`src/pcm_pkg.sv`:
```
// Package of constants and types for the power, clock and mode controller
package pcm_pkg;

   // Power modes
   typedef enum logic [3:0] {
      PCM_RUN     = 4'h1,
      PCM_SLEEP   = 4'h2,
      PCM_DEEP    = 4'h4,
      PCM_STANDBY = 4'h8
   } pcm_mode_t;

   // Requested low-power mode encoding
   localparam logic [1:0] PCM_REQ_SLEEP   = 2'h1;
   localparam logic [1:0] PCM_REQ_DEEP    = 2'h2;
   localparam logic [1:0] PCM_REQ_STANDBY = 2'h3;

   // System clock source encoding
   localparam logic [1:0] PCM_SRC_FAST_RC  = 2'h0;
   localparam logic [1:0] PCM_SRC_FAST_XTL = 2'h1;
   localparam logic [1:0] PCM_SRC_PLL      = 2'h2;

   // Boot source encoding
   localparam logic [1:0] PCM_BOOT_FLASH1 = 2'h0;
   localparam logic [1:0] PCM_BOOT_FLASH2 = 2'h1;
   localparam logic [1:0] PCM_BOOT_SYSMEM = 2'h2;
   localparam logic [1:0] PCM_BOOT_SRAM   = 2'h3;

   // Boot pin encodings: pin0 low selects flash
   localparam logic [1:0] PCM_PINS_SYSMEM = 2'h1;
   localparam logic [1:0] PCM_PINS_SRAM   = 2'h3;

   // Bus clock limit and prescaler field
   localparam int unsigned PCM_BUS_MAX_MHZ = 72;
   localparam int unsigned PCM_DIV_W       = 4;

   // Reset stretch after supply loss, reset sources and standby wake
   localparam int unsigned PCM_RST_NS      = 1000;
   localparam int unsigned PCM_CLK_NS      = 25;
   localparam int unsigned PCM_RST_CYC     = (PCM_RST_NS + PCM_CLK_NS - 1) / PCM_CLK_NS;
   localparam int unsigned PCM_RST_W       = 8;

   localparam int unsigned PCM_EXT_LINES   = 16;

endpackage

```
`src/pcm_clk_div.sv`:
```
// Programmable clock divider producing a one-cycle enable pulse
`timescale 1ns/10ps
module pcm_clk_div
   import pcm_pkg::*;
#(
   parameter int unsigned W = PCM_DIV_W
) (
   input  wire logic         i_mclk,
   input  wire logic         i_reset,
   input  wire logic         i_run,
   input  wire logic [W-1:0] i_div,
   output logic              o_tick
);

   logic [W-1:0] count;

   // Divide by i_div plus one; zero passes every edge
   always_ff @(posedge i_mclk) begin
      if (i_reset || !i_run) begin
         count  <= '0;
         o_tick <= 1'b0;
      end else if (count >= i_div) begin
         count  <= '0;
         o_tick <= 1'b1;
      end else begin
         count  <= count + 1'b1;
         o_tick <= 1'b0;
      end
   end

endmodule

```
`src/pcm_power_ctrl.sv`:
```
// Power, reset, wake and boot source control of the device
`timescale 1ns/10ps
module pcm_power_ctrl
   import pcm_pkg::*;
#(
   parameter int unsigned LINES   = PCM_EXT_LINES,
   parameter int unsigned DIV_W   = PCM_DIV_W,
   parameter int unsigned SYS_MHZ = 40
) (
   input  wire logic             i_mclk,
   input  wire logic             i_reset,
   input  wire logic             i_sleep_req,
   input  wire logic [1:0]       i_sleep_mode,
   input  wire logic             i_core_irq,
   input  wire logic [LINES-1:0] i_ext_line,
   input  wire logic             i_rtc_alarm,
   input  wire logic             i_usb_wake,
   input  wire logic             i_droop_raw,
   input  wire logic             i_supply_low_raw,
   input  wire logic             i_reset_pin_n_raw,
   input  wire logic             i_watchdog_rst,
   input  wire logic             i_wake_pin_raw,
   input  wire logic [1:0]       i_boot_pins_raw,
   input  wire logic             i_opt_bank2,
   input  wire logic             i_soft_rst,
   input  wire logic [1:0]       i_clk_src_sel,
   input  wire logic [DIV_W-1:0] i_ahb_div,
   input  wire logic [DIV_W-1:0] i_apb_fast_div,
   input  wire logic [DIV_W-1:0] i_apb_slow_div,
   output logic                  o_core_clk_en,
   output logic                  o_periph_clk_en,
   output logic                  o_fast_rc_en,
   output logic                  o_fast_xtl_en,
   output logic                  o_pll_en,
   output logic                  o_regulator_en,
   output logic                  o_core_pwr_en,
   output logic [1:0]            o_sys_clk_src,
   output logic                  o_core_rst,
   output logic                  o_periph_rst,
   output logic                  o_droop_irq,
   output logic [1:0]            o_boot_src,
   output logic                  o_ahb_tick,
   output logic                  o_apb_fast_tick,
   output logic                  o_apb_slow_tick,
   output logic                  o_div_limited
);

   // ------------------------------------------------------------
   // Pin synchronisers
   // ------------------------------------------------------------
   localparam int unsigned SW = LINES + 7;
   logic [SW-1:0] sync1;
   logic [SW-1:0] sync2;
   always_ff @(posedge i_mclk) begin
      sync1 <= {i_ext_line, i_droop_raw, i_supply_low_raw, i_reset_pin_n_raw,
                i_wake_pin_raw, i_boot_pins_raw, i_usb_wake};
      sync2 <= sync1;
   end
   logic [LINES-1:0] ext_line;
   logic             droop, supply_low, reset_pin_n, wake_pin, usb_wake;
   logic [1:0]       boot_pins;
   assign {ext_line, droop, supply_low, reset_pin_n, wake_pin, boot_pins, usb_wake} = sync2;

   logic wake_pin_d;
   always_ff @(posedge i_mclk) begin
      wake_pin_d <= wake_pin;
   end

   // ------------------------------------------------------------
   // Mode sequencing
   // ------------------------------------------------------------
   pcm_mode_t mode, next_mode;
   logic      deep_wake, standby_wake, sleep_wake;

   assign sleep_wake   = i_core_irq || (|ext_line) || i_rtc_alarm;
   assign deep_wake    = (|ext_line) || i_rtc_alarm || droop || usb_wake;
   assign standby_wake = !reset_pin_n || i_rtc_alarm || i_watchdog_rst
                         || (wake_pin && !wake_pin_d);

   always_comb begin
      next_mode = mode;
      case (mode)
         PCM_RUN: begin
            if (i_sleep_req) begin
               case (i_sleep_mode)
                  PCM_REQ_SLEEP:   next_mode = PCM_SLEEP;
                  PCM_REQ_DEEP:    next_mode = PCM_DEEP;
                  PCM_REQ_STANDBY: next_mode = PCM_STANDBY;
                  default:         next_mode = PCM_RUN;
               endcase
            end
         end
         PCM_SLEEP: begin
            if (sleep_wake) begin
               next_mode = PCM_RUN;
            end
         end
         PCM_DEEP: begin
            if (deep_wake) begin
               next_mode = PCM_RUN;
            end
         end
         PCM_STANDBY: begin
            if (standby_wake) begin
               next_mode = PCM_RUN;
            end
         end
         default: next_mode = PCM_RUN;
      endcase
   end

   // Supply loss and reset overrule any mode
   always_ff @(posedge i_mclk) begin
      if (i_reset || supply_low) begin
         mode <= PCM_RUN;
      end else begin
         mode <= next_mode;
      end
   end

   // ------------------------------------------------------------
   // Reset generation
   // ------------------------------------------------------------
   logic [PCM_RST_W-1:0] rst_cnt;
   logic                 rst_start;
   // Power-down detection has no disable path
   assign rst_start = supply_low || !reset_pin_n || i_watchdog_rst || i_soft_rst
                      || (mode == PCM_STANDBY && standby_wake);

   always_ff @(posedge i_mclk) begin
      if (i_reset || rst_start) begin
         rst_cnt <= PCM_RST_W'(PCM_RST_CYC);
      end else if (rst_cnt != '0) begin
         rst_cnt <= rst_cnt - 1'b1;
      end
   end

   always_ff @(posedge i_mclk) begin
      if (i_reset) begin
         o_core_rst   <= 1'b1;
         o_periph_rst <= 1'b1;
      end else begin
         o_core_rst   <= rst_start || rst_cnt != '0;
         o_periph_rst <= rst_start || rst_cnt != '0;
      end
   end

   // Boot source is captured while reset is held
   always_ff @(posedge i_mclk) begin
      if (i_reset) begin
         o_boot_src <= PCM_BOOT_FLASH1;
      end else if (o_core_rst) begin
         if (!boot_pins[0]) begin
            o_boot_src <= i_opt_bank2 ? PCM_BOOT_FLASH2 : PCM_BOOT_FLASH1;
         end else if (boot_pins == PCM_PINS_SRAM) begin
            o_boot_src <= PCM_BOOT_SRAM;
         end else begin
            o_boot_src <= PCM_BOOT_SYSMEM;
         end
      end
   end

   // ------------------------------------------------------------
   // Clock and power enables
   // ------------------------------------------------------------
   always_ff @(posedge i_mclk) begin
      if (i_reset) begin
         o_core_clk_en   <= 1'b1;
         o_periph_clk_en <= 1'b1;
         o_fast_rc_en    <= 1'b1;
         o_fast_xtl_en   <= 1'b0;
         o_pll_en        <= 1'b0;
         o_regulator_en  <= 1'b1;
         o_core_pwr_en   <= 1'b1;
      end else begin
         o_core_clk_en   <= next_mode == PCM_RUN;
         o_periph_clk_en <= next_mode inside {PCM_RUN, PCM_SLEEP};
         o_fast_rc_en    <= next_mode inside {PCM_RUN, PCM_SLEEP};
         o_fast_xtl_en   <= next_mode inside {PCM_RUN, PCM_SLEEP}
                            && i_clk_src_sel != PCM_SRC_FAST_RC;
         o_pll_en        <= next_mode inside {PCM_RUN, PCM_SLEEP}
                            && i_clk_src_sel == PCM_SRC_PLL;
         o_regulator_en  <= next_mode != PCM_STANDBY;
         o_core_pwr_en   <= next_mode != PCM_STANDBY;
      end
   end

   // Source follows software only in run mode without a sleep request; deep-sleep exit and reset force fast RC
   always_ff @(posedge i_mclk) begin
      if (i_reset || o_core_rst) begin
         o_sys_clk_src <= PCM_SRC_FAST_RC;
      end else if (mode == PCM_DEEP && next_mode == PCM_RUN) begin
         o_sys_clk_src <= PCM_SRC_FAST_RC;
      end else if (mode == PCM_RUN && !i_sleep_req) begin
         o_sys_clk_src <= i_clk_src_sel;
      end
   end

   always_ff @(posedge i_mclk) begin
      if (i_reset) begin
         o_droop_irq <= 1'b0;
      end else begin
         o_droop_irq <= droop;
      end
   end

   // ------------------------------------------------------------
   // Bus clock prescalers
   // ------------------------------------------------------------
   localparam int unsigned MIN_DIV = (SYS_MHZ + PCM_BUS_MAX_MHZ - 1) / PCM_BUS_MAX_MHZ - 1;
   localparam logic [DIV_W-1:0] MIN_DIV_V = DIV_W'(MIN_DIV);

   function automatic logic [DIV_W-1:0] clamp_div(input logic [DIV_W-1:0] d);
      clamp_div = (d < MIN_DIV_V) ? MIN_DIV_V : d;
   endfunction

   logic [DIV_W-1:0] ahb_div, apb_fast_div;
   assign ahb_div      = clamp_div(i_ahb_div);
   assign apb_fast_div = clamp_div(i_apb_fast_div);

   always_ff @(posedge i_mclk) begin
      if (i_reset) begin
         o_div_limited <= 1'b0;
      end else begin
         o_div_limited <= (ahb_div != i_ahb_div) || (apb_fast_div != i_apb_fast_div);
      end
   end

   pcm_clk_div #(.W(DIV_W)) u_ahb_div (
      .i_mclk  (i_mclk),
      .i_reset (i_reset),
      .i_run   (o_periph_clk_en),
      .i_div   (ahb_div),
      .o_tick  (o_ahb_tick)
   );
   pcm_clk_div #(.W(DIV_W)) u_apb_fast_div (
      .i_mclk  (i_mclk),
      .i_reset (i_reset),
      .i_run   (o_periph_clk_en),
      .i_div   (apb_fast_div),
      .o_tick  (o_apb_fast_tick)
   );
   pcm_clk_div #(.W(DIV_W)) u_apb_slow_div (
      .i_mclk  (i_mclk),
      .i_reset (i_reset),
      .i_run   (o_periph_clk_en),
      .i_div   (i_apb_slow_div),
      .o_tick  (o_apb_slow_tick)
   );
endmodule

```
`config.mk`:
```
export PLATFORM = sky130hd
export DESIGN_NAME = pcm_power_ctrl
export DESIGN_NICKNAME = d
export VERILOG_FILES = /design/src/pcm_pkg.sv /design/src/pcm_clk_div.sv /design/src/pcm_power_ctrl.sv
export SDC_FILE = /design/constraint.sdc
export NUM_CORES = 1
export LEC_CHECK = 0
export BUFFER_PORTS_ARGS = -buffer_cell sky130_fd_sc_hd__buf_2
export CORE_MARGIN = 2
export CORE_UTILIZATION = 35
export CTS_CLUSTER_SIZE = 28
export DETAILED_ROUTE_END_ITERATION = 7
export PLACE_DENSITY = 0.58
export SLEW_MARGIN = 20
export SYNTH_ARGS = -nofsm -noshare
export SYNTH_HDL_FRONTEND = slang
export SYNTH_SLANG_ARGS = --single-unit
```
`constraint.sdc`:
```
create_clock -name i_mclk -period 1.5 [get_ports i_mclk]
set_clock_uncertainty 0.1 [all_clocks]
set_input_delay 0.3 -clock i_mclk [delete_from_list [all_inputs] [get_ports i_mclk]]
set_output_delay 0.3 -clock i_mclk [all_outputs]
set_load 0.05 [all_outputs]
```
==> results of run 1 <==
[area by class of cell]
cell class,count,area (µm²),area share (%)
Inverter,18,67.6,1.70
Sequential cell,85,1710,43.0
Timing Repair Buffer,109,722,18.1
Clock buffer,10,128,3.20
Tap cell,102,128,3.20
Clock inverter,6,51.3,1.29
Multi-Input combinational cell,144,1180,29.5
[state kept, by name (all words and copies together), names as in the netlist, 2 cells and up]
name and cells:
mode 4, o_boot_src 2, o_sys_clk_src 2, u_apb_slow_div.count 4, sync2 23, u_ahb_div.count 4
rst_cnt 8, u_apb_fast_div.count 4, sync1 23
[worst max-delay path, cell delays in order (launching register included)]
cell,delay [ns]
sky130_fd_sc_hd__dfxtp_2,0.35
sky130_fd_sc_hd__nor4b_4,0.27
sky130_fd_sc_hd__or4b_4,0.53
sky130_fd_sc_hd__o211ai_2,0.10
sky130_fd_sc_hd__o21bai_1,0.09
[power groups by stage]
stage	logic (W)	registers, W	clock network (W)
2_1_floorplan	0.000185	0.00252	0
3_3_place_gp	0.000384	0.00247	0
3_5_place_dp	0.000391	0.00247	0
4_1_cts	0.000443	0.00242	0.00153
5_1_grt	0.000553	0.00244	0.00163
6_report	0.000497	0.00242	0.00147
[layer usage]
metal / GRT usage [%] / up-vias / wire (µm)
met5: 0 / - / 0
met4: 4.71 / 0 / 81
met3: 4.33 / 6 / 246
met2: 19.2 / 45 / 2340
met1: 15.2 / 901 / 2380
li1: - / 1086 / -
[final timing paths]
| kind | end | slack, ns | start |
|---|---|---|---|
| worst max-delay path | o_core_clk_en$_SDFF_PP1_ | -0.05 | mode[0]$_SDFF_PP1_ |
| worst min-delay path | o_droop_irq$_SDFF_PP0_ | 0.04 | i_reset |
| worst max register to register | o_core_clk_en$_SDFF_PP1_ | -0.05 | mode[0]$_SDFF_PP1_ |
| worst min register to register | sync2[10]$_DFF_P_ | 0.23 | sync1[10]$_DFF_P_ |
[timing repair]
action,in CTS,in global routing
pin swaps,3,20
buffers inserted,1,1
resized for setup,13,31
hold buffers,23,0
hold endpoints to repair,23,0
setup endpoints to repair,20,29
[cell usage in the layout (no fill, tap or decap), types with 2 or more instances in the layout]
master,n
sky130_fd_sc_hd__dfxtp_1,76
sky130_fd_sc_hd__buf_2,63
sky130_fd_sc_hd__dlygate4sd3_1,23
sky130_fd_sc_hd__buf_4,22
sky130_fd_sc_hd__inv_1,16
sky130_fd_sc_hd__nor3_1,14
sky130_fd_sc_hd__ha_1,14
sky130_fd_sc_hd__nand2_1,11
sky130_fd_sc_hd__nor2_1,11
sky130_fd_sc_hd__clkbuf_8,9
sky130_fd_sc_hd__dfxtp_2,9
sky130_fd_sc_hd__nor3_2,7
sky130_fd_sc_hd__nand2b_1,6
sky130_fd_sc_hd__xnor2_1,6
sky130_fd_sc_hd__nand3_1,6
sky130_fd_sc_hd__nor2b_1,6
sky130_fd_sc_hd__a21oi_1,5
sky130_fd_sc_hd__mux2i_1,4
sky130_fd_sc_hd__xor2_1,4
sky130_fd_sc_hd__nor4_1,4
sky130_fd_sc_hd__o21bai_1,4
sky130_fd_sc_hd__a21oi_2,3
sky130_fd_sc_hd__o21ai_1,3
sky130_fd_sc_hd__inv_6,3
sky130_fd_sc_hd__inv_2,2
sky130_fd_sc_hd__nand2b_4,2
sky130_fd_sc_hd__o21ai_2,2
sky130_fd_sc_hd__nor4b_4,2
sky130_fd_sc_hd__nor4_4,2
sky130_fd_sc_hd__or3_1,2
sky130_fd_sc_hd__nand2_2,2
sky130_fd_sc_hd__o21a_1,2
sky130_fd_sc_hd__a211oi_1,2
sky130_fd_sc_hd__ha_4,2
[metrics by stage]
| stage | setup WS [ns] | instances | hold slack [ns] | util (%) | total power (W) |
|---|---|---|---|---|---|
| floorplan | 0.000875 | 254 | 0.210 | - | 0.00270 |
| global placement | -0.102 | 433 | 0.211 | 43.5 | 0.00285 |
| detailed placement | -0.125 | 433 | 0.212 | 43.5 | 0.00286 |
| CTS | -0.0676 | 473 | 0.0119 | 49.4 | 0.00439 |
| global route | -0.145 | 474 | 0.0302 | 51.3 | 0.00462 |
| finish | -0.0471 | 474 | 0.0396 | 51.3 | 0.00439 |
[logic make-up (layout without fill, tap and decap cells)]
logic type                 count (synthesis)  in the layout  synth area share (%)
AOI/OAI and AO/OA                         25             25                  5.85
other                                      1              1                 0.133
adders and majority gates                 16             16                  7.09
xor gates and xnor gates                  11             11                  3.41
and+or+nand+nor                           87             87                  17.8
DFF                                       85             85                  60.2
muxes                                      4              4                  1.42
buffers and inverters                     25            143                  4.12
==> summary.md, run 1 <==
| Metric | Value |
|---|---|
| Status | `complete, but fails checks` |
| Violated checks | `setup timing` |
| NetSw | `between 0.001 and 0.0015 W` |
| Worst slew margin relative to its limit | `56.1%` |
| Global-route wire length before repair | `between 8 and 9 mm` |
| Initial core utilization | `between 30% and 40%` |
| Drc violations | `0` |
| Final Critical Period | `between 1.5 and 2 ns` |
| Fraction of layout instances using a drive strength above 1 | `38.4%` |
| Placer Congestion | `0.771` |
| Cell types with the largest area share after synthesis | `sky130_fd_sc_hd__dfxtp_1 (60%), sky130_fd_sc_hd__ha_1 (7.1%), sky130_fd_sc_hd__nor3_1 (3.9%), sky130_fd_sc_hd__inv_1 (2.4%), sky130_fd_sc_hd__xnor2_1 (2.2%)` |
| Cell taking the most area after synthesis | `sky130_fd_sc_hd__dfxtp_1` |
| Reg clk slew, reported paths | `0.09 ns` |
| Number of flops mapped to enable cells by yosys | `0` |
| Number of different library cells in the post-synthesis netlist | `39` |
| ANT nets after route | `0` |
| Top-area cell type share of the netlist area | `around three fifths` |
| Worst setup SP type | `register` |
| Largest net degree at the start of global routing | `17` |
| Wire length after detailed routing | `5.05 mm` |
| Post-synthesis sequential area ratio | `about three fifths` |
| Leakage power total | `1.76 nW` |
| Overall track demand over capacity in global routing | `around 12%` |
| Count leader, synth | `sky130_fd_sc_hd__dfxtp_1` |
| Final total negative setup slack | `-0.236 ns` |
| Clock network fraction of design power | `about a third` |
| Comb power frac | `~11%` |
| Fin crit share | `103%` |
| Proportion of power drawn by flip-flops and latches | `between 50% and 60%` |
| CP arrival | `approximately 1.7 ns` |
| Transition at the pin with the smallest max-transition slack | `0.659 ns` |
| Setup repair after global routing missed its margin | `true` |
| Worst r2r path cells | `4` |
| Top achievable clock speed | `about 650 MHz` |
| Detailed-router iteration count before antenna repair | `4` |
| Number of maximum-capacitance constraint violations | `0` |
| Max VDD drop | `approximately 0.64 mV` |
| Standard-cell rows | `32` |
| Most used standard cells in the synthesized netlist | `sky130_fd_sc_hd__dfxtp_1 (85), sky130_fd_sc_hd__nor3_1 (22), sky130_fd_sc_hd__inv_1 (18)` |
| Horizontal extent of the die | `between 90 and 100 µm` |
| Switching share of power | `between 20% and 30%` |
| Clock tree from TritonCTS | `yes` |
| Initial antenna violation count | `0` |
| Vias in the first global route | `just under 2,000` |
| Cell area after layout | `about 0.004 mm²` |
| Hold violation total from the final report | `0` |
| Internal Pwr Total | `between 0.003 and 0.004 W` |
| # diodes | `0` |
| Top_reg_cell synth | `sky130_fd_sc_hd__dfxtp_1` |
| Number of levels the H-tree was split into | `3` |
| Async S/R FF share, synth | `0%` |
| Post-detailed-route wirelength per cell | `roughly 11 µm` |
| Total half-perimeter wirelength after legalization and detailed placement | `~3.6 mm` |
| Buffers on Ports | `63` |
| Largest driver fanout on the critical path | `3` |
| Mapped Nets | `~320` |
| Clock latency at the later pin of the worst-skew pair | `approximately 0.34 ns` |
| Yosys Warn Count | `0` |
| Hold WC Path Type | `input port to register` |
| TritonCTS buffer count | `9` |
| Setup Crit Path Kind | `register to register` |
| Ports placed on the boundary | `65` |
| Final setup slack of the worst path | `-0.0471 ns` |
| Bufs on Longest Clock Path | `2` |
| Clk sinks | `between 80 and 90` |
| Area growth syn-to-layout | `41.1%` |
| Vias | `between 2,000 and 2,500` |
| Cell Area, Placed | `roughly 0.0034 mm²` |
| Endpoint required time on the critical path | `about 1.6 ns` |
| Floorplan die area | `between 0.008 and 0.009 mm²` |
| Final setup violation count | `8` |
| Height of the die | `approximately 94 µm` |
| Number of nets in the final layout | `430` |
| Cell Pwr Density | `around 1100 mW/mm²` |
| Worst hold stages | `2` |
| Worst Setup End Kind | `register` |
| Via/cell ratio | `4.30` |
| Number of slew-limit violations in the final report | `0` |
| Synth Area per Inst | `roughly 11 µm²` |
| Register bit total from synthesis | `85` |
| Cell area after synthesis | `~0.0028 mm²` |
| Number of cells produced by synthesis | `254` |
| Clk root buf | `sky130_fd_sc_hd__clkbuf_8` |
| Drt initial violations | `28` |
| Fillcell total | `between 700 and 800` |
| Core Footprint | `0.00777 mm²` |
| Global route total overflow | `0` |
Power figures use the tool's default switching activity.
==> inputs of run 2 (changes only) <==
--- a/config.mk
+++ b/config.mk
@@ -5,12 +5,13 @@
 export SDC_FILE = /design/constraint.sdc
 export NUM_CORES = 1
 export LEC_CHECK = 0
+export ABC_AREA = 1
 export BUFFER_PORTS_ARGS = -buffer_cell sky130_fd_sc_hd__buf_2
 export CORE_MARGIN = 2
 export CORE_UTILIZATION = 35
 export CTS_CLUSTER_SIZE = 28
 export DETAILED_ROUTE_END_ITERATION = 7
-export PLACE_DENSITY = 0.58
+export PLACE_DENSITY = 0.57
 export SLEW_MARGIN = 20
 export SYNTH_ARGS = -nofsm -noshare
 export SYNTH_HDL_FRONTEND = slang
==> run 2 against run 1 <==
The run now ends clean. Die area rose by 7.4%. First-iteration DRC count increased by 61%. Core utilization shrank 4.5 points. Hold slack improved by 0.066 ns. Sequential cell count unchanged. Sequential power is essentially flat. Total power grew 11%. Clock-buffer cell count stayed put.
==> summary.md, run 2 <==
| Metric | Value |
|---|---|
| Number of levels the H-tree was split into | `3` |
| Kind of cell with the highest combined delay on the critical path | `flip-flops` |
| Reg clk slew, reported paths | `about 0.08 ns` |
| TritonCTS buffer count | `9` |
| Async S/R FF share, synth | `0%` |
| Vias | `2,293` |
| Fillcell total | `just over 800` |
| Synthesized-area fraction occupied by xor and xnor cells | `between 2 and 3%` |
| Number of cells produced by synthesis | `roughly 330` |
| Status | `complete, no violations` |
| Number of slew-limit violations in the final report | `0` |
| Largest net degree at the start of global routing | `15` |
| Post-synthesis share of cell area spent on full adders, half adders and majority gates | `about 6.6%` |
| Final Critical Period | `around 1.5 ns` |
| # diodes | `0` |
| Area growth syn-to-layout | `32.2%` |
| Master of the slowest instance on the critical path | `sky130_fd_sc_hd__dfxtp_1` |
| Number of flops mapped to enable cells by yosys | `0` |
| Setup repair after global routing missed its margin | `true` |
| Fraction of layout instances using a drive strength above 1 | `roughly 28%` |
| Initial antenna violation count | `0` |
| Fraction of synthesized area in multiplexers | `0%` |
| Hold Path Sink | `o_pll_en$_SDFF_PP0_` |
| Hold WC Path Type | `input port to register` |
| Worst setup SP type | `register` |
| Cells traversed along the worst timing path | `clkbuf_4` |
| Cell types with the largest area share after synthesis | `sky130_fd_sc_hd__dfxtp_1 (56%), sky130_fd_sc_hd__nor2_1 (6.9%), sky130_fd_sc_hd__ha_1 (6.6%), sky130_fd_sc_hd__inv_1 (5.1%), sky130_fd_sc_hd__nand2_1 (5.1%)` |
| Core Footprint | `between 0.008 and 0.009 mm²` |
| Final cell count without fillers | `537` |
| Clk root buf | `sky130_fd_sc_hd__clkbuf_8` |
| Setup Crit Path Kind | `register to output port` |
| CP arrival | `roughly 1.1 ns` |
| Worst hold stages | `3` |
| Final total negative setup slack | `0 ns` |
| Yosys Warn Count | `0` |
| Global-route wire length before repair | `9.29 mm` |
| Simple-Gate Fraction of Synth Area | `22.9%` |
| Number of nets in the final layout | `about 500` |
| Worst r2r path cells | `6` |
| Max VDD drop | `0.617 mV` |
| Launch point of the worst hold path | `i_clk_src_sel[1]` |
| Top_reg_cell synth | `sky130_fd_sc_hd__dfxtp_1` |
| Layout Utilization | `a little under half` |
| Cell taking the most area after synthesis | `sky130_fd_sc_hd__dfxtp_1` |
| Top-area cell type share of the netlist area | `55.9%` |
| Post-detailed-route wirelength per cell | `around 10 µm` |
| Worst reg2reg endpoint | `u_ahb_div.count[3]$_SDFF_PP0_` |
| Global route total overflow | `0` |
| Register bit total from synthesis | `85` |
| Synth Area per Inst | `9.31 µm²` |
| Clk sinks | `85` |
| Largest registers ranked by flip-flop count | `sync1: 23 flops, sync2: 23 flops, rst_cnt: 8 flops` |
| Placer Congestion | `roughly 0.76` |
| Horizontal extent of the die | `97.2 µm` |
| Detailed-router iteration count before antenna repair | `4` |
| Top achievable clock speed | `690 MHz` |
| Largest driver fanout on the critical path | `6` |
| Compound-Gate Fraction of Synth Area | `4.73%` |
| Setup slack of the worst register-to-register path | `0.12 ns` |
| Standard-cell rows | `34` |
| Drt initial violations | `45` |
| Stage delay of the slowest cell on the critical path | `around 0.44 ns` |
| Number of maximum-capacitance constraint violations | `0` |
| Leakage power total | `roughly 1.9 nW` |
| Ports placed on the boundary | `65` |
| Cell area after synthesis | `0.00304 mm²` |
| Count leader, synth | `sky130_fd_sc_hd__dfxtp_1` |
| Height of the die | `~97 µm` |
| Post-synthesis sequential area ratio | `a little under three fifths` |
| Total half-perimeter wirelength after legalization and detailed placement | `roughly 3.9 mm` |
| Bufs on Longest Clock Path | `2` |
| Drc violations | `0` |
| Final setup violation count | `0` |
| Buffers on Ports | `63` |
| Cell Pwr Density | `between 1000 and 1500 mW/mm²` |
| Mapped Nets | `390` |
| Dominant combinational cell family by area after synthesis | `simple AND/OR/NAND/NOR gates` |
| Buffers & Inverters on Critical Path | `1` |
| Vias in the first global route | `2,111` |
| Via/cell ratio | `approximately 4.3` |
| Fin crit share | `96.7%` |
| Endpoint required time on the critical path | `1.10 ns` |
| Clock tree from TritonCTS | `yes` |
| Pre-CTS setup slack | `between 0.001 and 0.0015 ns` |
| Number of different library cells in the post-synthesis netlist | `33` |
| Most used standard cells in the synthesized netlist | `sky130_fd_sc_hd__dfxtp_1 (85), sky130_fd_sc_hd__nor2_1 (56), sky130_fd_sc_hd__inv_1 (41), sky130_fd_sc_hd__nand2_1 (41), sky130_fd_sc_hd__ha_1 (16)` |
| Initial core utilization | `a little over a third` |
| Worst Setup End Kind | `output port` |
| Final setup slack of the worst path | `0.0499 ns` |
| Clock latency at the later pin of the worst-skew pair | `between 0.3 and 0.4 ns` |
| Post-Place Cells | `between 400 and 500` |
| Overall track demand over capacity in global routing | `12.2%` |
| Floorplan die area | `0.00946 mm²` |
| ANT nets after route | `0` |
| Commonest cells after routing, fill and taps aside | `sky130_fd_sc_hd__dfxtp_1 (82), sky130_fd_sc_hd__buf_2 (61), sky130_fd_sc_hd__nor2_1 (55)` |
| Wire length after detailed routing | `roughly 5.5 mm` |
| Hold violation total from the final report | `0` |
| Commonest non-fill, non-tap cell in the layout | `sky130_fd_sc_hd__dfxtp_1` |
| RR Startpoint | `u_ahb_div.count[1]$_SDFF_PP0_` |
run 2: cell count changes after synthesis, moves of 6 or more:
cell and change:
sky130_fd_sc_hd__inv_1 +23, sky130_fd_sc_hd__nand2_1 +28, sky130_fd_sc_hd__nand2b_1 -8, sky130_fd_sc_hd__nand4_1 +11, sky130_fd_sc_hd__nor2_1 +45, sky130_fd_sc_hd__nor2b_1 -6
sky130_fd_sc_hd__nor3_1 -21, sky130_fd_sc_hd__nor4_1 -6
run 2: timing repair:
action | 4_1_cts | 5_1_grt
endpoints found under the hold margin | 23 | 0
setup buffers | 0 | 4
pin swaps | 0 | 11
endpoints found under the setup margin | 2 | 18
cloned | 0 | 0
hold buffers | 23 | 0
resized for setup | 0 | 12
run 2: cell type report:
| class | instances | area [µm²] | area share, % |
|---|---|---|---|
| Clock buffer | 10 | 128 | 3.17 |
| Clock inverter | 6 | 111 | 2.77 |
| Inverter | 47 | 178 | 4.42 |
| Multi-Input combinational cell | 190 | 1170 | 29.2 |
| Sequential cell | 85 | 1710 | 42.5 |
| Tap cell | 108 | 135 | 3.36 |
| Timing Repair Buffer | 91 | 588 | 14.6 |
run 2: layer usage:
| metal | routed length [µm] | track usage [%] | vias to the layer above |
|---|---|---|---|
| li1 | - | - | 1216 |
| met1 | 2610 | 15.1 | 1021 |
| met2 | 2580 | 19.6 | 51 |
| met3 | 266 | 3.81 | 5 |
| met4 | 80 | 5.13 | 0 |
| met5 | 0 | 0 | - |
run 2: cells by family after synthesis:
logic type	Yosys count
XOR/XNOR	9
flip-flops	85
buffers and inverters	52
AO/OA/AOI/OAI	23
other	1
AND/OR/NAND/NOR	141
adder cells (fa/ha/maj)	16
run 2: worst min-delay path: cells and delay by family:
family,cells,cell delay [ns]
and+or+nand+nor,2,0.10
buffers and inverters,1,0.11
run 2: stage by stage:
| stage | hold slack, ns | instance area [µm²] | power, W |
|---|---|---|---|
| floorplan | 0.210 | 3040 | 0.00279 |
| global placement | 0.211 | 3460 | 0.00292 |
| detailed placement | 0.212 | 3460 | 0.00293 |
| CTS | 0.0880 | 3930 | 0.00488 |
| global route | 0.0868 | 4020 | 0.00512 |
| finish | 0.106 | 4020 | 0.00485 |
run 2: where the power goes:
| part | leakage, nW | switching, W | internal (W) |
|---|---|---|---|
| combinational | 1.05 | 0.000293 | 0.000229 |
| sequential | 0.708 | 0.0000609 | 0.00238 |
| clock | 0.116 | 0.000785 | 0.00111 |
run 2: worst max path at each step:
stage | endpoint | slack [ns] | cells after the start | startpoint
global placement | u_ahb_div.count[3]$_SDFF_PP0_ | 0.04 | 8 | i_ahb_div[1]
floorplan | o_periph_rst | 0.13 | 1 | o_periph_rst$_SDFF_PP1_
detailed placement | u_ahb_div.count[3]$_SDFF_PP0_ | 0.001 | 8 | i_ahb_div[1]
CTS | o_periph_rst | -0.01 | 1 | o_periph_rst$_SDFF_PP1_
global route | o_core_rst | -0.01 | 1 | o_periph_rst$_SDFF_PP1_
finish | o_periph_rst | 0.05 | 1 | o_periph_rst$_SDFF_PP1_
==> inputs of run 3 (changes only) <==
--- a/config.mk
+++ b/config.mk
@@ -15,4 +15,5 @@
 export SLEW_MARGIN = 20
 export SYNTH_ARGS = -nofsm -noshare
 export SYNTH_HDL_FRONTEND = slang
+export SYNTH_HIERARCHICAL = 1
 export SYNTH_SLANG_ARGS = --single-unit
==> run 3 against run 2 <==
Synthesized cell count up 5.2%. Clock-buffer cell count is 1 lower. Clock power down 17%. Maximum frequency is 0.32% higher. Register-to-register slack barely moved. Hold slack worse by 0.00096 ns. Setup slack better by 0.0046 ns. Sequential cell count stayed put. Total power fell by 6.9%. Core utilization decreased by 0.62 points. Critical path depth is the same. Critical endpoint is now o_core_rst. Largest cell class unchanged. Highest routed layer unchanged.
==> summary.md, run 3 <==
| Metric | Value |
|---|---|
| Kind of cell with the highest combined delay on the critical path | `flip-flops` |
| Cell types with the largest area share after synthesis | `sky130_fd_sc_hd__dfxtp_1 (55%), sky130_fd_sc_hd__nand2_1 (6.5%), sky130_fd_sc_hd__ha_1 (6.4%), sky130_fd_sc_hd__inv_1 (6.4%), sky130_fd_sc_hd__nor2_1 (6.0%)` |
| Leakage power total | `~1.9 nW` |
| Simple-Gate Fraction of Synth Area | `23.1%` |
| Post-synthesis sequential area ratio | `a little over half` |
| Fraction of layout instances using a drive strength above 1 | `between 20% and 30%` |
| Compound-Gate Fraction of Synth Area | `around 4.7%` |
| Clk sinks | `between 80 and 90` |
| Fraction of synthesized area in multiplexers | `0%` |
| Vias | `between 2,000 and 2,500` |
| Core Footprint | `0.00868 mm²` |
| Status | `complete, no violations` |
| Overall track demand over capacity in global routing | `a little under an eighth` |
| Max VDD drop | `0.535 mV` |
| Async S/R FF share, synth | `0%` |
| Buffers & Inverters on Critical Path | `1` |
| Master of the slowest instance on the critical path | `sky130_fd_sc_hd__dfxtp_1` |
| Bufs on Longest Clock Path | `2` |
| Ports placed on the boundary | `65` |
| Wire length after detailed routing | `about 5.5 mm` |
| Top achievable clock speed | `692 MHz` |
| TritonCTS buffer count | `9` |
| Dominant combinational cell family by area after synthesis | `simple AND/OR/NAND/NOR gates` |
| Buffers on Ports | `between 60 and 70` |
| Yosys Warn Count | `6` |
| Drt initial violations | `62` |
| Hold WC Path Type | `input port to register` |
| Clock network fraction of design power | `between 30% and 40%` |
| Fillcell total | `871` |
| Post-synthesis share of cell area spent on full adders, half adders and majority gates | `approximately 6.4%` |
| Drc violations | `0` |
| Placer Congestion | `0.848` |
| Total Power Consumption | `approximately 0.0045 W` |
| Clock latency at the later pin of the worst-skew pair | `roughly 0.35 ns` |
| Worst setup SP type | `register` |
| Endpoint required time on the critical path | `1.10 ns` |
| Synthesized-area fraction occupied by xor and xnor cells | `2.54%` |
| Stage delay of the slowest cell on the critical path | `0.43 ns` |
| Floorplan die area | `slightly below 0.01 mm²` |
| Post-detailed-route wirelength per cell | `9.87 µm` |
| Hold violation total from the final report | `0` |
| Clock tree from TritonCTS | `yes` |
| Switching share of power | `~28%` |
| Most used standard cells in the synthesized netlist | `sky130_fd_sc_hd__dfxtp_1 (85), sky130_fd_sc_hd__nand2_1 (54), sky130_fd_sc_hd__inv_1 (53)` |
| Clk root buf | `sky130_fd_sc_hd__clkbuf_8` |
| Area growth syn-to-layout | `29.0%` |
| Horizontal extent of the die | `around 98 µm` |
| NetSw | `about 0.0013 W` |
| # diodes | `0` |
| CP arrival | `approximately 1.1 ns` |
| Internal Pwr Total | `approximately 0.0033 W` |
| Comb power frac | `a little under an eighth` |
| Final setup violation count | `0` |
| Number of flops mapped to enable cells by yosys | `0` |
| Proportion of power drawn by flip-flops and latches | `a little over half` |
| Fin crit share | `96.4%` |
| Initial core utilization | `a little over a third` |
| Count leader, synth | `sky130_fd_sc_hd__dfxtp_1` |
| Register bit total from synthesis | `85` |
| Cell area after synthesis | `between 0.003 and 0.004 mm²` |
| Vias in the first global route | `around 2,200` |
| Cell taking the most area after synthesis | `sky130_fd_sc_hd__dfxtp_1` |
| Standard-cell rows | `34` |
| Global-route wire length before repair | `between 9 and 10 mm` |
| Setup repair after global routing missed its margin | `true` |
| Largest net degree at the start of global routing | `19` |
| Top-area cell type share of the netlist area | `a little over half` |
| Reg clk slew, reported paths | `0.09 ns` |
| Synth Area per Inst | `9.03 µm²` |
| Height of the die | `98.2 µm` |
| Total half-perimeter wirelength after legalization and detailed placement | `roughly 4.1 mm` |
| Number of cells produced by synthesis | `between 300 and 400` |
| Final Critical Period | `approximately 1.4 ns` |
| Top_reg_cell synth | `sky130_fd_sc_hd__dfxtp_1` |
| ANT nets after route | `0` |
| Setup slack of the worst register-to-register path | `around 0.13 ns` |
| Detailed-router iteration count before antenna repair | `4` |
| Cell Pwr Density | `about 1100 mW/mm²` |
| Worst Setup End Kind | `output port` |
| Number of slew-limit violations in the final report | `0` |
| Via/cell ratio | `around 4.2` |
| Mapped Nets | `a little over 400` |
| Number of levels the H-tree was split into | `3` |
| Commonest cells after routing, fill and taps aside | `sky130_fd_sc_hd__dfxtp_1 (85), sky130_fd_sc_hd__buf_2 (59), sky130_fd_sc_hd__nand2_1 (54)` |
| Layout Utilization | `46.2%` |
| Commonest non-fill, non-tap cell in the layout | `sky130_fd_sc_hd__dfxtp_1` |
| Cells traversed along the worst timing path | `clkbuf_4` |
| Final total negative setup slack | `0 ns` |
| Global route total overflow | `0` |
| Setup Crit Path Kind | `register to output port` |
| Largest registers ranked by flip-flop count | `sync1: 23 flops, sync2: 23 flops, rst_cnt: 8 flops` |
| Number of different library cells in the post-synthesis netlist | `28` |
| Number of nets in the final layout | `about 500` |
| Smallest hold slack | `roughly 0.10 ns` |
| Number of maximum-capacitance constraint violations | `0` |
| Initial antenna violation count | `0` |
| Largest driver fanout on the critical path | `6` |
[run 3: final cells by class]
| type | instances | area (µm²) | area share, % |
|---|---|---|---|
| Inverter | 61 | 229 | 5.71 |
| Clock buffer | 9 | 124 | 3.09 |
| Tap cell | 108 | 135 | 3.37 |
| Timing Repair Buffer | 90 | 586 | 14.6 |
| Multi-Input combinational cell | 194 | 1160 | 28.9 |
| Clock inverter | 7 | 75.1 | 1.87 |
| Sequential cell | 85 | 1700 | 42.4 |
[run 3: cell families after synthesis]
family | after synthesis
buf+inv | 65
fa+ha+maj | 16
xor+xnor | 9
simple gates | 146
flops | 85
other cells | 1
compound gates | 22
[run 3: power groups by stage]
| stage | logic, W | registers (W) | clock network (W) |
|---|---|---|---|
| global placement | 0.000464 | 0.00248 | 0 |
| floorplan | 0.000271 | 0.00254 | 0 |
| CTS | 0.000522 | 0.00243 | 0.00164 |
| detailed placement | 0.000475 | 0.00249 | 0 |
| finish | 0.000527 | 0.00243 | 0.00156 |
| global route | 0.000598 | 0.00245 | 0.00173 |
[run 3: timing repair]
item / 4_1_cts / 5_1_grt
buffers inserted: 0 / 2
endpoints found under the setup margin: 0 / 7
hold buffers: 23 / 0
resized for setup: 0 / 7
endpoints found under the hold margin: 23 / 0
[run 3: worst min-delay path, cell delays in order]
cell                      delay (ns)
sky130_fd_sc_hd__buf_2          0.11
sky130_fd_sc_hd__nand2_1        0.06
sky130_fd_sc_hd__nor2_1         0.04
[run 3: stage by stage]
| step | cells | instance area, µm² | setup slack, ns |
|---|---|---|---|
| floorplan | 344 | 3110 | 0.129 |
| CTS | 552 | 3970 | 0.00191 |
| detailed placement | 513 | 3540 | 0.126 |
| global route | 554 | 4010 | -0.0294 |
| finish | 554 | 4010 | 0.0544 |
| global placement | 513 | 3540 | 0.145 |
[run 3: worst paths after layout]
check | cells after the start | start | endpoint
worst min register to register | 0 | sync1[4]$_DFF_P_ | sync2[4]$_DFF_P_
worst min-delay path | 3 | i_clk_src_sel[1] | o_pll_en$_SDFF_PP0_
worst max register to register | 6 | rst_cnt[0]$_SDFFE_PP0P_ | rst_cnt[4]$_SDFFE_PP0P_
worst max-delay path | 1 | o_periph_rst$_SDFF_PP1_ | o_core_rst
[run 3: routing by layer]
metal  global-route usage (%)  part of all wire [%]  vias to the layer above
met5                        0                     0                        -
met4                     4.11                   1.3                        0
li1                         -                     -                     1247
met3                     4.44                   6.4                        8
met1                     14.7                    49                     1018
met2                     18.3                    43                       64
